## src/common/demand_mon_pkg.sv

```systemverilog
package demand_mon_pkg;

  // register byte offsets
  localparam logic [7:0] OFS_CTRL = 8'h00;
  localparam logic [7:0] OFS_DUTY_LIM = 8'h04;
  localparam logic [7:0] OFS_FREQ_MIN = 8'h08;
  localparam logic [7:0] OFS_FREQ_MAX = 8'h0c;
  localparam logic [7:0] OFS_TRK_DIFF = 8'h10;
  localparam logic [7:0] OFS_TRK_TIME = 8'h14;
  localparam logic [7:0] OFS_FLAGS = 8'h18;
  localparam logic [7:0] OFS_IRQ_STATUS = 8'h1c;
  localparam logic [7:0] OFS_IRQ_MASK = 8'h20;
  localparam logic [7:0] OFS_MEAS_PERIOD = 8'h24;
  localparam logic [7:0] OFS_MEAS_HIGH = 8'h28;

  // control register fields
  localparam int CTRL_EN_BIT = 0;
  localparam int CTRL_DUAL_BIT = 1;
  // duty limit fields, duty in 1/256 of the period
  localparam int DUTY_MIN_LSB = 0;
  localparam int DUTY_MAX_LSB = 8;
  localparam int DUTY_W = 8;
  localparam int DUTY_FRAC_BITS = 8;

  // reset values
  localparam logic [1:0] CTRL_RST = 2'h1;
  localparam logic [7:0] DUTY_MIN_RST = 8'h0d;
  localparam logic [7:0] DUTY_MAX_RST = 8'hf3;
  localparam logic [15:0] FREQ_MIN_RST = 16'h01f4;
  localparam logic [15:0] FREQ_MAX_RST = 16'h0bb8;
  localparam logic [15:0] TRK_DIFF_RST = 16'h0100;
  localparam logic [15:0] TRK_TIME_RST = 16'h0064;
  localparam logic [5:0] MASK_RST = 6'h00;

  // timing
  localparam int CLK_PERIOD_NS = 10;
  localparam logic [39:0] CLK_HZ = 40'h0005f5e100;
  localparam int TRK_TICK_NS = 1000000;
  localparam int TRK_TICK_CYCLES = TRK_TICK_NS / CLK_PERIOD_NS;

  // widths
  localparam int PERIOD_W = 24;
  localparam int POS_W = 16;
  localparam int NFLAGS = 6;

  // register bus request
  typedef struct packed {
    logic wr;
    logic rd;
    logic [7:0] addr;
    logic [31:0] wdata;
  } reg_req_t;

  // diagnostic flags, bit order matches the status and mask layout
  typedef struct packed {
    logic tracking;
    logic speed;
    logic freq_lo;
    logic freq_hi;
    logic duty_lo;
    logic duty_hi;
  } diag_flags_t;

endpackage

```

## src/rtl/demand_mon.sv

```systemverilog
// Local design decisions: the address-and-strobe port and the register offsets.
`timescale 1ns/10ps
module demand_mon #(
  parameter int unsigned TICK_CYCLES = demand_mon_pkg::TRK_TICK_CYCLES,
  parameter int PERIOD_W = demand_mon_pkg::PERIOD_W,
  parameter int POS_W = demand_mon_pkg::POS_W
) (
  input wire logic i_core_clk,
  input wire logic i_resetn,
  input wire logic i_clk_en,
  input wire demand_mon_pkg::reg_req_t i_req,
  output logic [31:0] o_rdata,
  input wire logic i_pwm,
  input wire logic [POS_W-1:0] i_can1_pos,
  input wire logic [POS_W-1:0] i_can2_pos,
  input wire logic [POS_W-1:0] i_analog_pos,
  output demand_mon_pkg::diag_flags_t o_flags,
  output logic o_irq
);

  ////////////////////////////////////////////////////////////////////////
  // configuration registers

  logic [1:0] ctrl_q;
  logic [7:0] duty_min_q;
  logic [7:0] duty_max_q;
  logic [15:0] freq_min_q;
  logic [15:0] freq_max_q;
  logic [15:0] trk_diff_q;
  logic [15:0] trk_time_q;
  logic [5:0] irq_mask_q;
  logic [5:0] irq_status_q;
  demand_mon_pkg::diag_flags_t flags_q;
  logic [5:0] flags_prev_q;
  logic mon_en;
  logic dual_can;

  assign mon_en = ctrl_q[demand_mon_pkg::CTRL_EN_BIT];
  assign dual_can = ctrl_q[demand_mon_pkg::CTRL_DUAL_BIT];

  // software writes; unmapped or read-only offsets are ignored
  always_ff @(posedge i_core_clk or negedge i_resetn) begin
    if (!i_resetn) begin
      ctrl_q <= demand_mon_pkg::CTRL_RST;
      duty_min_q <= demand_mon_pkg::DUTY_MIN_RST;
      duty_max_q <= demand_mon_pkg::DUTY_MAX_RST;
      freq_min_q <= demand_mon_pkg::FREQ_MIN_RST;
      freq_max_q <= demand_mon_pkg::FREQ_MAX_RST;
      trk_diff_q <= demand_mon_pkg::TRK_DIFF_RST;
      trk_time_q <= demand_mon_pkg::TRK_TIME_RST;
      irq_mask_q <= demand_mon_pkg::MASK_RST;
    end else if (i_clk_en && i_req.wr) begin
      if (i_req.addr == demand_mon_pkg::OFS_CTRL) begin
        ctrl_q <= i_req.wdata[1:0];
      end else if (i_req.addr == demand_mon_pkg::OFS_DUTY_LIM) begin
        duty_min_q <= i_req.wdata[demand_mon_pkg::DUTY_MIN_LSB +: 8];
        duty_max_q <= i_req.wdata[demand_mon_pkg::DUTY_MAX_LSB +: 8];
      end else if (i_req.addr == demand_mon_pkg::OFS_FREQ_MIN) begin
        freq_min_q <= i_req.wdata[15:0];
      end else if (i_req.addr == demand_mon_pkg::OFS_FREQ_MAX) begin
        freq_max_q <= i_req.wdata[15:0];
      end else if (i_req.addr == demand_mon_pkg::OFS_TRK_DIFF) begin
        trk_diff_q <= i_req.wdata[15:0];
      end else if (i_req.addr == demand_mon_pkg::OFS_TRK_TIME) begin
        trk_time_q <= i_req.wdata[15:0];
      end else if (i_req.addr == demand_mon_pkg::OFS_IRQ_MASK) begin
        irq_mask_q <= i_req.wdata[5:0];
      end
    end
  end

  ////////////////////////////////////////////////////////////////////////
  // pwm measurement: period and high time in core clocks, rise to rise

  logic pwm_prev_q;
  logic [PERIOD_W-1:0] per_cnt_q;
  logic [PERIOD_W-1:0] hi_cnt_q;
  logic [PERIOD_W-1:0] meas_per_q;
  logic [PERIOD_W-1:0] meas_hi_q;
  logic meas_valid_q;
  logic pwm_rise;
  logic per_sat;
  logic meas_take;

  assign pwm_rise = i_pwm && !pwm_prev_q;
  // a stuck input runs the counter to all ones, which yields a measurement and restarts it,
  // so a dead signal reads as very low frequency instead of freezing
  assign per_sat = &per_cnt_q;
  assign meas_take = pwm_rise || per_sat;

  always_ff @(posedge i_core_clk or negedge i_resetn) begin
    if (!i_resetn) begin
      pwm_prev_q <= 1'b0;
    end else if (i_clk_en) begin
      pwm_prev_q <= i_pwm;
    end
  end

  // counters restart at each measurement; the first counted cycle is 1
  always_ff @(posedge i_core_clk or negedge i_resetn) begin
    if (!i_resetn) begin
      per_cnt_q <= '0;
      hi_cnt_q <= '0;
    end else if (i_clk_en) begin
      if (meas_take) begin
        per_cnt_q <= PERIOD_W'(1);
        hi_cnt_q <= PERIOD_W'(i_pwm);
      end else begin
        per_cnt_q <= per_cnt_q + PERIOD_W'(1);
        hi_cnt_q <= hi_cnt_q + PERIOD_W'(i_pwm);
      end
    end
  end

  // latch the finished measurement; only a rise in the first cycle after reset is skipped
  always_ff @(posedge i_core_clk or negedge i_resetn) begin
    if (!i_resetn) begin
      meas_per_q <= '0;
      meas_hi_q <= '0;
      meas_valid_q <= 1'b0;
    end else if (i_clk_en) begin
      meas_valid_q <= 1'b0;
      if (meas_take && per_cnt_q != '0) begin
        meas_per_q <= per_cnt_q;
        meas_hi_q <= hi_cnt_q;
        meas_valid_q <= 1'b1;
      end
    end
  end

  ////////////////////////////////////////////////////////////////////////
  // limit comparisons, done by cross multiplication to avoid a divider

  localparam int PW = PERIOD_W + 16;
  logic [PW-1:0] hi_scaled;
  logic [PW-1:0] duty_max_prod;
  logic [PW-1:0] duty_min_prod;
  logic [PW-1:0] fmax_prod;
  logic [PW-1:0] fmin_prod;
  logic [PW-1:0] clk_hz;

  assign hi_scaled = PW'(meas_hi_q) << demand_mon_pkg::DUTY_FRAC_BITS;
  assign duty_max_prod = PW'(duty_max_q) * PW'(meas_per_q);
  assign duty_min_prod = PW'(duty_min_q) * PW'(meas_per_q);
  assign fmax_prod = PW'(freq_max_q) * PW'(meas_per_q);
  assign fmin_prod = PW'(freq_min_q) * PW'(meas_per_q);
  assign clk_hz = PW'(demand_mon_pkg::CLK_HZ);

  // pwm flags follow each new measurement, set and cleared alike
  always_ff @(posedge i_core_clk or negedge i_resetn) begin
    if (!i_resetn) begin
      flags_q.duty_hi <= 1'b0;
      flags_q.duty_lo <= 1'b0;
      flags_q.freq_hi <= 1'b0;
      flags_q.freq_lo <= 1'b0;
    end else if (i_clk_en) begin
      if (!mon_en) begin
        flags_q.duty_hi <= 1'b0;
        flags_q.duty_lo <= 1'b0;
        flags_q.freq_hi <= 1'b0;
        flags_q.freq_lo <= 1'b0;
      end else if (meas_valid_q) begin
        flags_q.duty_hi <= hi_scaled > duty_max_prod;
        flags_q.duty_lo <= hi_scaled < duty_min_prod;
        flags_q.freq_hi <= clk_hz > fmax_prod;
        flags_q.freq_lo <= clk_hz < fmin_prod;
      end
    end
  end

  // no speed sensor input exists in this block
  always_ff @(posedge i_core_clk or negedge i_resetn) begin
    if (!i_resetn) begin
      flags_q.speed <= 1'b0;
    end else if (i_clk_en) begin
      flags_q.speed <= 1'b0;
    end
  end

  ////////////////////////////////////////////////////////////////////////
  // tracking alarm: persistence timer in ticks of TICK_CYCLES clocks

  logic [POS_W-1:0] ref_pos;
  logic [POS_W-1:0] abs_diff;
  logic diff_over;
  logic [31:0] pre_q;
  logic tick;
  logic [16:0] trk_cnt_q;

  assign ref_pos = dual_can ? i_can2_pos : i_analog_pos;
  assign abs_diff = (i_can1_pos >= ref_pos) ? i_can1_pos - ref_pos
                                            : ref_pos - i_can1_pos;
  assign diff_over = abs_diff > POS_W'(trk_diff_q);
  assign tick = pre_q == TICK_CYCLES - 1;

  // the prescaler restarts with the timer, so the first tick is a full one
  always_ff @(posedge i_core_clk or negedge i_resetn) begin
    if (!i_resetn) begin
      pre_q <= '0;
    end else if (i_clk_en) begin
      if (!diff_over || !mon_en || tick) begin
        pre_q <= '0;
      end else begin
        pre_q <= pre_q + 32'h1;
      end
    end
  end

  // count ticks while over the limit; any cycle within the limit restarts
  always_ff @(posedge i_core_clk or negedge i_resetn) begin
    if (!i_resetn) begin
      trk_cnt_q <= '0;
      flags_q.tracking <= 1'b0;
    end else if (i_clk_en) begin
      if (!diff_over || !mon_en) begin
        trk_cnt_q <= '0;
        flags_q.tracking <= 1'b0;
      end else begin
        if (tick && !(&trk_cnt_q)) begin
          trk_cnt_q <= trk_cnt_q + 17'h1;
        end
        flags_q.tracking <= trk_cnt_q > {1'b0, trk_time_q};
      end
    end
  end

  assign o_flags = flags_q;

  ////////////////////////////////////////////////////////////////////////
  // interrupt: rising flags set sticky bits, write one to clear

  logic [5:0] flags_vec;
  logic [5:0] w1c;

  assign flags_vec = flags_q;
  assign w1c = (i_req.wr && i_req.addr == demand_mon_pkg::OFS_IRQ_STATUS)
               ? i_req.wdata[5:0] : 6'h00;

  // a set arriving with a clear wins, so no event is lost
  always_ff @(posedge i_core_clk or negedge i_resetn) begin
    if (!i_resetn) begin
      flags_prev_q <= '0;
      irq_status_q <= '0;
    end else if (i_clk_en) begin
      flags_prev_q <= flags_vec;
      irq_status_q <= (irq_status_q & ~w1c) | (flags_vec & ~flags_prev_q);
    end
  end

  assign o_irq = |(irq_status_q & irq_mask_q);

  ////////////////////////////////////////////////////////////////////////
  // read data, one cycle after the read strobe; unmapped reads give zero

  always_ff @(posedge i_core_clk or negedge i_resetn) begin
    if (!i_resetn) begin
      o_rdata <= '0;
    end else if (i_clk_en) begin
      o_rdata <= '0;
      if (i_req.rd) begin
        if (i_req.addr == demand_mon_pkg::OFS_CTRL) begin
          o_rdata <= {30'h0, ctrl_q};
        end else if (i_req.addr == demand_mon_pkg::OFS_DUTY_LIM) begin
          o_rdata <= {16'h0, duty_max_q, duty_min_q};
        end else if (i_req.addr == demand_mon_pkg::OFS_FREQ_MIN) begin
          o_rdata <= {16'h0, freq_min_q};
        end else if (i_req.addr == demand_mon_pkg::OFS_FREQ_MAX) begin
          o_rdata <= {16'h0, freq_max_q};
        end else if (i_req.addr == demand_mon_pkg::OFS_TRK_DIFF) begin
          o_rdata <= {16'h0, trk_diff_q};
        end else if (i_req.addr == demand_mon_pkg::OFS_TRK_TIME) begin
          o_rdata <= {16'h0, trk_time_q};
        end else if (i_req.addr == demand_mon_pkg::OFS_FLAGS) begin
          o_rdata <= {26'h0, flags_vec};
        end else if (i_req.addr == demand_mon_pkg::OFS_IRQ_STATUS) begin
          o_rdata <= {26'h0, irq_status_q};
        end else if (i_req.addr == demand_mon_pkg::OFS_IRQ_MASK) begin
          o_rdata <= {26'h0, irq_mask_q};
        end else if (i_req.addr == demand_mon_pkg::OFS_MEAS_PERIOD) begin
          o_rdata <= 32'(meas_per_q);
        end else if (i_req.addr == demand_mon_pkg::OFS_MEAS_HIGH) begin
          o_rdata <= 32'(meas_hi_q);
        end
      end
    end
  end

endmodule // demand_mon

```

## config.mk

```make
export PLATFORM = sky130hd
export DESIGN_NAME = demand_mon
export DESIGN_NICKNAME = d
export VERILOG_FILES = /design/src/common/demand_mon_pkg.sv /design/src/rtl/demand_mon.sv
export SDC_FILE = /design/constraint.sdc
export NUM_CORES = 2
export LEC_CHECK = 0
export BUFFER_PORTS_ARGS = -buffer_cell sky130_fd_sc_hd__buf_2
export CORE_MARGIN = 5
export CORE_UTILIZATION = 40
export CTS_CLUSTER_SIZE = 12
export DETAILED_ROUTE_END_ITERATION = 16
export SLEW_MARGIN = 10
export SYNTH_ARGS = -nofsm -noshare
export SYNTH_HDL_FRONTEND = slang
export SYNTH_SLANG_ARGS = --single-unit
```

## constraint.sdc

```tcl
create_clock -name i_core_clk -period 15.4 [get_ports i_core_clk]
set_input_delay 0 -clock i_core_clk [delete_from_list [all_inputs] [get_ports i_core_clk]]
set_output_delay 0 -clock i_core_clk [all_outputs]
set_load 0.05 [all_outputs]
```

* Word-level counts from Yosys, hierarchy flattened *
Index checks and enable logic that the tools add are counted.

word-level totals
  bits in registers = 283
  logic and storage cells = 117
  input bits = 94
  output and inout port bits = 39

cells by class
  magnitude comparators = 7
  bitwise gates (word level) = 12
  mux-type cells = 24
  equal/unequal tests = 12
  $add $sub $neg = 6
  multipliers = 4
  reduce and logical (&&, ||, !) cells = 28

operators with widths
  operator               number
  $mux 24                14
  $mul 16x24->40         2
  $mul 8x24->32          2
  $gt 27x40->1 const A   1
  $lt 27x40->1 const A   1
  $mux 17                2
  $add 32x1->32 const B  1
  $eq 32x17->1 const B   1
  $eq 8x5->1 const B     4
  $gt 32x32->1           1
  $lt 32x32->1           1
  $mux 16                2
  $mux 32                1
  $sub 16x16->16         2
  $add 24x1->24          1
  $add 24x1->24 const B  1
  $eq 8x6->1 const B     3
  $reduce_and 24->1      1
  $reduce_bool 24->1     1
  $and 6x6->6            3
  $add 17x1->17 const B  1
  $gt 17x16->1           1
  $reduce_and 17->1      1
  $eq 8x4->1 const B     2
  other kinds (23)       43

* Longest topological paths before layout *
  depth in word-level cells = 13
  mapped depth = 32

* Least setup slack after synthesis *
OpenSTA, ideal clock, no wires.

  path type = register -> register
  from = register freq_min_q[6]
  to = register flags_q, in the netlist o_flags[3]
  stages on the path, launching flop included = 26
  required time = 15.274 ns
  setup time = 0.126 ns
  setup slack = 8.424 ns
  arrival = 6.850 ns
  path buffers = 2
  path through = dfstp_2 -> clkbuf_1 -> clkbuf_1 -> nand2_1 -> fa_1 -> inv_1 -> fa_1 -> inv_1 -> fa_1 -> inv_1 -> fa_1 -> fa_1 -> inv_1 -> fa_1 -> inv_1 -> ha_1 -> a21o_1 -> a211o_1 -> a211o_1 -> a211o_1 -> a31oi_2 -> xor2_1 -> o2111ai_1 -> or4_1 -> nor4_2 -> a21oi_1

on the way
  word-level cells in the longest chain between the ends = 4

RTL lines
  what                    RTL line           source
  from (decl)             demand_mon.sv:27   logic [15:0] freq_min_q;
  from (signal assigned)  demand_mon.sv:47   freq_min_q <= demand_mon_pkg::FREQ_MIN_RST;
  from (signal assigned)  demand_mon.sv:59   freq_min_q <= i_req.wdata[15:0];
  $mul 16x24->40          demand_mon.sv:146  assign fmin_prod = PW'(freq_min_q) * PW'(meas_per_q);
  $lt 27x40->1            demand_mon.sv:166  flags_q.freq_lo <= clk_hz < fmin_prod;
  $mux 4                  demand_mon.sv:162  end else if (meas_valid_q) begin
  $mux 4                  demand_mon.sv:157  if (!mon_en) begin
  to (decl)               demand_mon.sv:33   demand_mon_pkg::diag_flags_t flags_q;

No other way between the ends. The select of a mux whose other input is x is not followed.
A chain may end at the register's enable or synchronous reset.

* Final worst setup path *
  from = register meas_per_q[14]
  to = register flags_q, in the netlist o_flags[3]

on the way
  word-level cells in the longest chain between the ends = 4

RTL lines
  what                    RTL line           source
  from (decl)             demand_mon.sv:78   logic [PERIOD_W-1:0] meas_per_q;
  from (signal assigned)  demand_mon.sv:124  meas_per_q <= per_cnt_q;
  $mul 16x24->40          demand_mon.sv:146
  $lt 27x40->1            demand_mon.sv:166
  $mux 4                  demand_mon.sv:162
  $mux 4                  demand_mon.sv:157

No other way between the ends. The select of a mux whose other input is x is not followed.

==> run_results.csv <==
group,metric,value,unit
setup_path,crit_path_frequent_cell,"fa_1",
global_routing,use_met2,36.6,%
clocking,ctsResizeCount,0,
place,gp_congestion,0.923,
synthesis,synth_compound_area_share,9.32,%
clocking,cts_buffers,34,
min_path,hold_depth,4,
setup_path,required,15850,ps
pwr,p_per_area,40.0,nW/um^2
synthesis,ys_top_cells_by_area,"fa_1 34%, dfrtp_1 12%, ha_1 11%",
setup_path,worst-setup-path-type,"flip-flop to flip-flop",
clocking,cts-htree-levels,2,
timing,slew_viol_final,0,
global_routing,overflow,0,
floorplanning,num_rows,132,
pwr,swShare,35.3,%
setup_path,reg2reg_slack,7430,ps
synthesis,ys_types,82,
route,ant_nets,0,
synthesis,synthArstFlopShare,100,%
clocking,clock-root-buffer,"clkbuf_16",
pwr,pwr-share-seq,38.3,%
floorplanning,start_util,40.4,%
clocking,cts_tree,"built",
global_routing,grt_pass1_vias,42900,
synthesis,yosysTopAreaCell,"fa_1",
timing,fin_crit,7970,ps
synthesis,synth_edf_count,0,
timing,post-route-period-util,51.8,%
flow_run,max_cap_viol_count,0,
route,routed-via-count,40800,
synthesis,post-synth-top-count-cell,"inv_1",
synthesis,synthFlopType,"dfrtp_1",
synthesis,synth_top_family_by_area,"adder cells",
clocking,cts_buffer_depth,3,
setup_path,start_kind,"flip-flop",
synthesis,synth_fa_ha_area_share,44.1,%
synthesis,seq_area_frac_synth,13.2,%
synthesis,synth_simple_gate_area_share,17.0,%
route,post-route-drc-count,0,
timing,rsz0062_at_grt,"false",
floorplanning,pin_count,133,
route,routed_wl,144000,um
synthesis,synth_xor_area_share,3.07,%
route,drt-wirelength-per-cell,19.0,um
pwr,p_switching,791,uW
pwr,intPower,1450,uW
timing,slew_headroom,26.6,%
setup_path,r2r_cells,24,
setup_path,critPathSlowestCell,"dfrtp_2",
place,portBuffers,107,
synthesis,synth_common_cells,"1039 x inv_1, 884 x nand2_1, 878 x fa_1",
pwr,p_leak,0.0266,uW
cells_and_area,fin_util,43.0,%
synthesis,avgSynthCellArea,8.89,um^2
pwr,p_clk_share,37.7,%
min_path,hp-class,"primary input to flip-flop",
global_routing,grt_pass1_wl,235000,um
timing,finalSetupViolCount,0,
timing,finClkSkew,15.9,ps
synthesis,muxShareOfSynthArea,3.48,%
timing,max_freq,125,MHz
timing,tns,0,ps
cells_and_area,syn2layout_area_growth,6.55,%
setup_path,critPathMaxStageDelay,710,ps
floorplanning,die_h,372,um
cells_and_area,fin_nets,7242,
global_routing,antenna_found_initial,4,
floorplanning,die_w,372,um
route,drt-vias-per-instance,5.37,
cells_and_area,final_cells,7593,
clocking,cts_num_sinks,275,
pwr,pwr-share-comb,24.0,%
synthesis,ys_seq_elements,275,
floorplanning,core_area,130000,um^2
clocking,path_clk_slew,60,ps
global_routing,grt_use_met1,28.3,%
synthesis,synth_top_area_share,33.5,%
place,placed_cells,7508,
setup_path,path_max_fanout,31,
global_routing,track_usage,21.3,%
setup_path,worstPathArrival,8430,ps
synthesis,synth_cells,5905,
status,run_status,"completed",
synthesis,ys_warn_count,0,
global_routing,use_met3,2.93,%
setup_path,cp-end-kind,"flip-flop",
cells_and_area,drive_gt1_share,7.59,%
clocking,clock_latency,560,ps
pwr,finalPower,2240,uW
pwr,vdd_drop_max,0.0000928,V
global_routing,grt_max_degree,144,
global_routing,grt-busiest-layer,"met2",
setup_path,path_cells,"buf_4 -> nand2_1 -> fa_1 -> inv_1 -> fa_1 -> inv_1 -> fa_1 -> inv_1 -> fa_1 -> fa_1 -> inv_1 -> fa_1 -> inv_1 -> ha_1 -> a21o_1 -> a211o_1 -> a211o_1 -> o21ai_0 -> o31ai_1 -> a21o_1 -> a2111oi_0 -> a311o_1 -> o21ai_0 -> a21oi_1",
place,hpwl,109000,um
timing,worst_pin_slew,1100,ps
route,dr.pass1.iters,7,
route,drtIter0Drc,2755,
timing,final_hold_viol_count,0,
synthesis,synth.cell_area,52500,um^2
floorplanning,die-area,139000,um^2
[layer usage]
metal | part of all wire [%] | vias up
met1 | 42 | 20900
met4 | 3.0 | 0
met2 | 48 | 1274
li1 | - | 18400
met5 | 0 | -
met3 | 6.4 | 247
[power by group through the flow]
stage	Clock [uW]	Sequential, uW	Combinational, uW
detailed placement	0	869	532
floorplan	0	794	365
finish	843	856	538
global route	886	861	594
CTS	860	855	540
global placement	0	867	524
[final cells by class]
cell class	count	area (um^2)
fillers	12900	74100
well taps	1742	2180
flip-flops and latches	275	6950
multi-input cells	4280	40400
diodes	2	5.00
inverters	1039	3900
clock inverters	11	166
clock buffers	50	992
repair buffers	194	1270
[critical path: cells and delay by family (launching register included)]
family | cells | cell delay [ps]
buf+inv | 6 | 820
simple gates | 1 | 160
compound gates | 10 | 2620
fa+ha+maj | 7 | 3520
flops | 1 | 710
[registers in the layout (all words and copies together), names as in the netlist, 8 cells and up]
name / cells
pre_q: 32
trk_diff_q: 16
hi_cnt_q: 24
meas_hi_q: 24
freq_min_q: 16
duty_max_q: 8
meas_per_q: 24
trk_cnt_q: 17
per_cnt_q: 24
trk_time_q: 16
o_rdata: 24
duty_min_q: 8
freq_max_q: 16
[layout by cell type, fill, tap and decap left out, types with 27 or more instances in the layout]
master     instances
dfstp_2           27
buf_2            106
mux2_2           138
and3_1            41
a22oi_1           27
nor2_1           193
o21a_1            27
nand4_1           48
buf_4             64
mux2i_1           27
nand2_1          884
nor3_1            42
a211oi_1          28
xor2_1            93
o21ai_0          149
dfrtp_1          223
a21oi_1          178
a21o_1            86
xnor2_1           91
nand3_1           72
clkbuf_16         35
and2_1           443
nand2b_1          35
ha_1             446
inv_1           1039
fa_1             878
nor2b_1           28
[cell families (layout without fill, tap and decap cells)]
| group | after synthesis | in the layout |
|---|---|---|
| AO/OA/AOI/OAI | 732 | 732 |
| XOR/XNOR | 184 | 184 |
| adder cells (fa/ha/maj) | 1324 | 1324 |
| buffers and inverters | 1358 | 1294 |
| flip-flops | 275 | 275 |
| multiplexers | 165 | 165 |
| other | 1 | 11 |
| AND/OR/NAND/NOR | 1866 | 1866 |
[through the flow]
| step | worst slack, ps | cell area (um^2) | hold slack, ps |
|---|---|---|---|
| floorplan | 8420 | 52500 | -296 |
| global placement | 7530 | 54500 | 204 |
| detailed placement | 7530 | 54500 | 194 |
| CTS | 7490 | 55900 | 41.8 |
| global route | 7070 | 55900 | 114 |
| finish | 7430 | 55900 | 81.3 |
[repair_timing]
| action | in CTS | in global routing |
|---|---|---|
| setup endpoints to repair | 0 | 0 |
| hold buffers | 22 | 0 |
| endpoints found under the hold margin | 210 | 0 |
| buffers inserted | 0 | 0 |
[worst paths after layout]
check | from | to
setup / recovery | meas_per_q[14] | o_flags[3]
setup reg to reg | meas_per_q[14] | o_flags[3]
min in group asynchronous | i_resetn | o_rdata[13]
max in group asynchronous | i_resetn | meas_per_q[23]
hold reg to reg | o_rdata[22] | o_rdata[22]
hold / removal | i_req[39] | o_rdata[0]
Note: power is estimated with default switching activity, not from simulation.
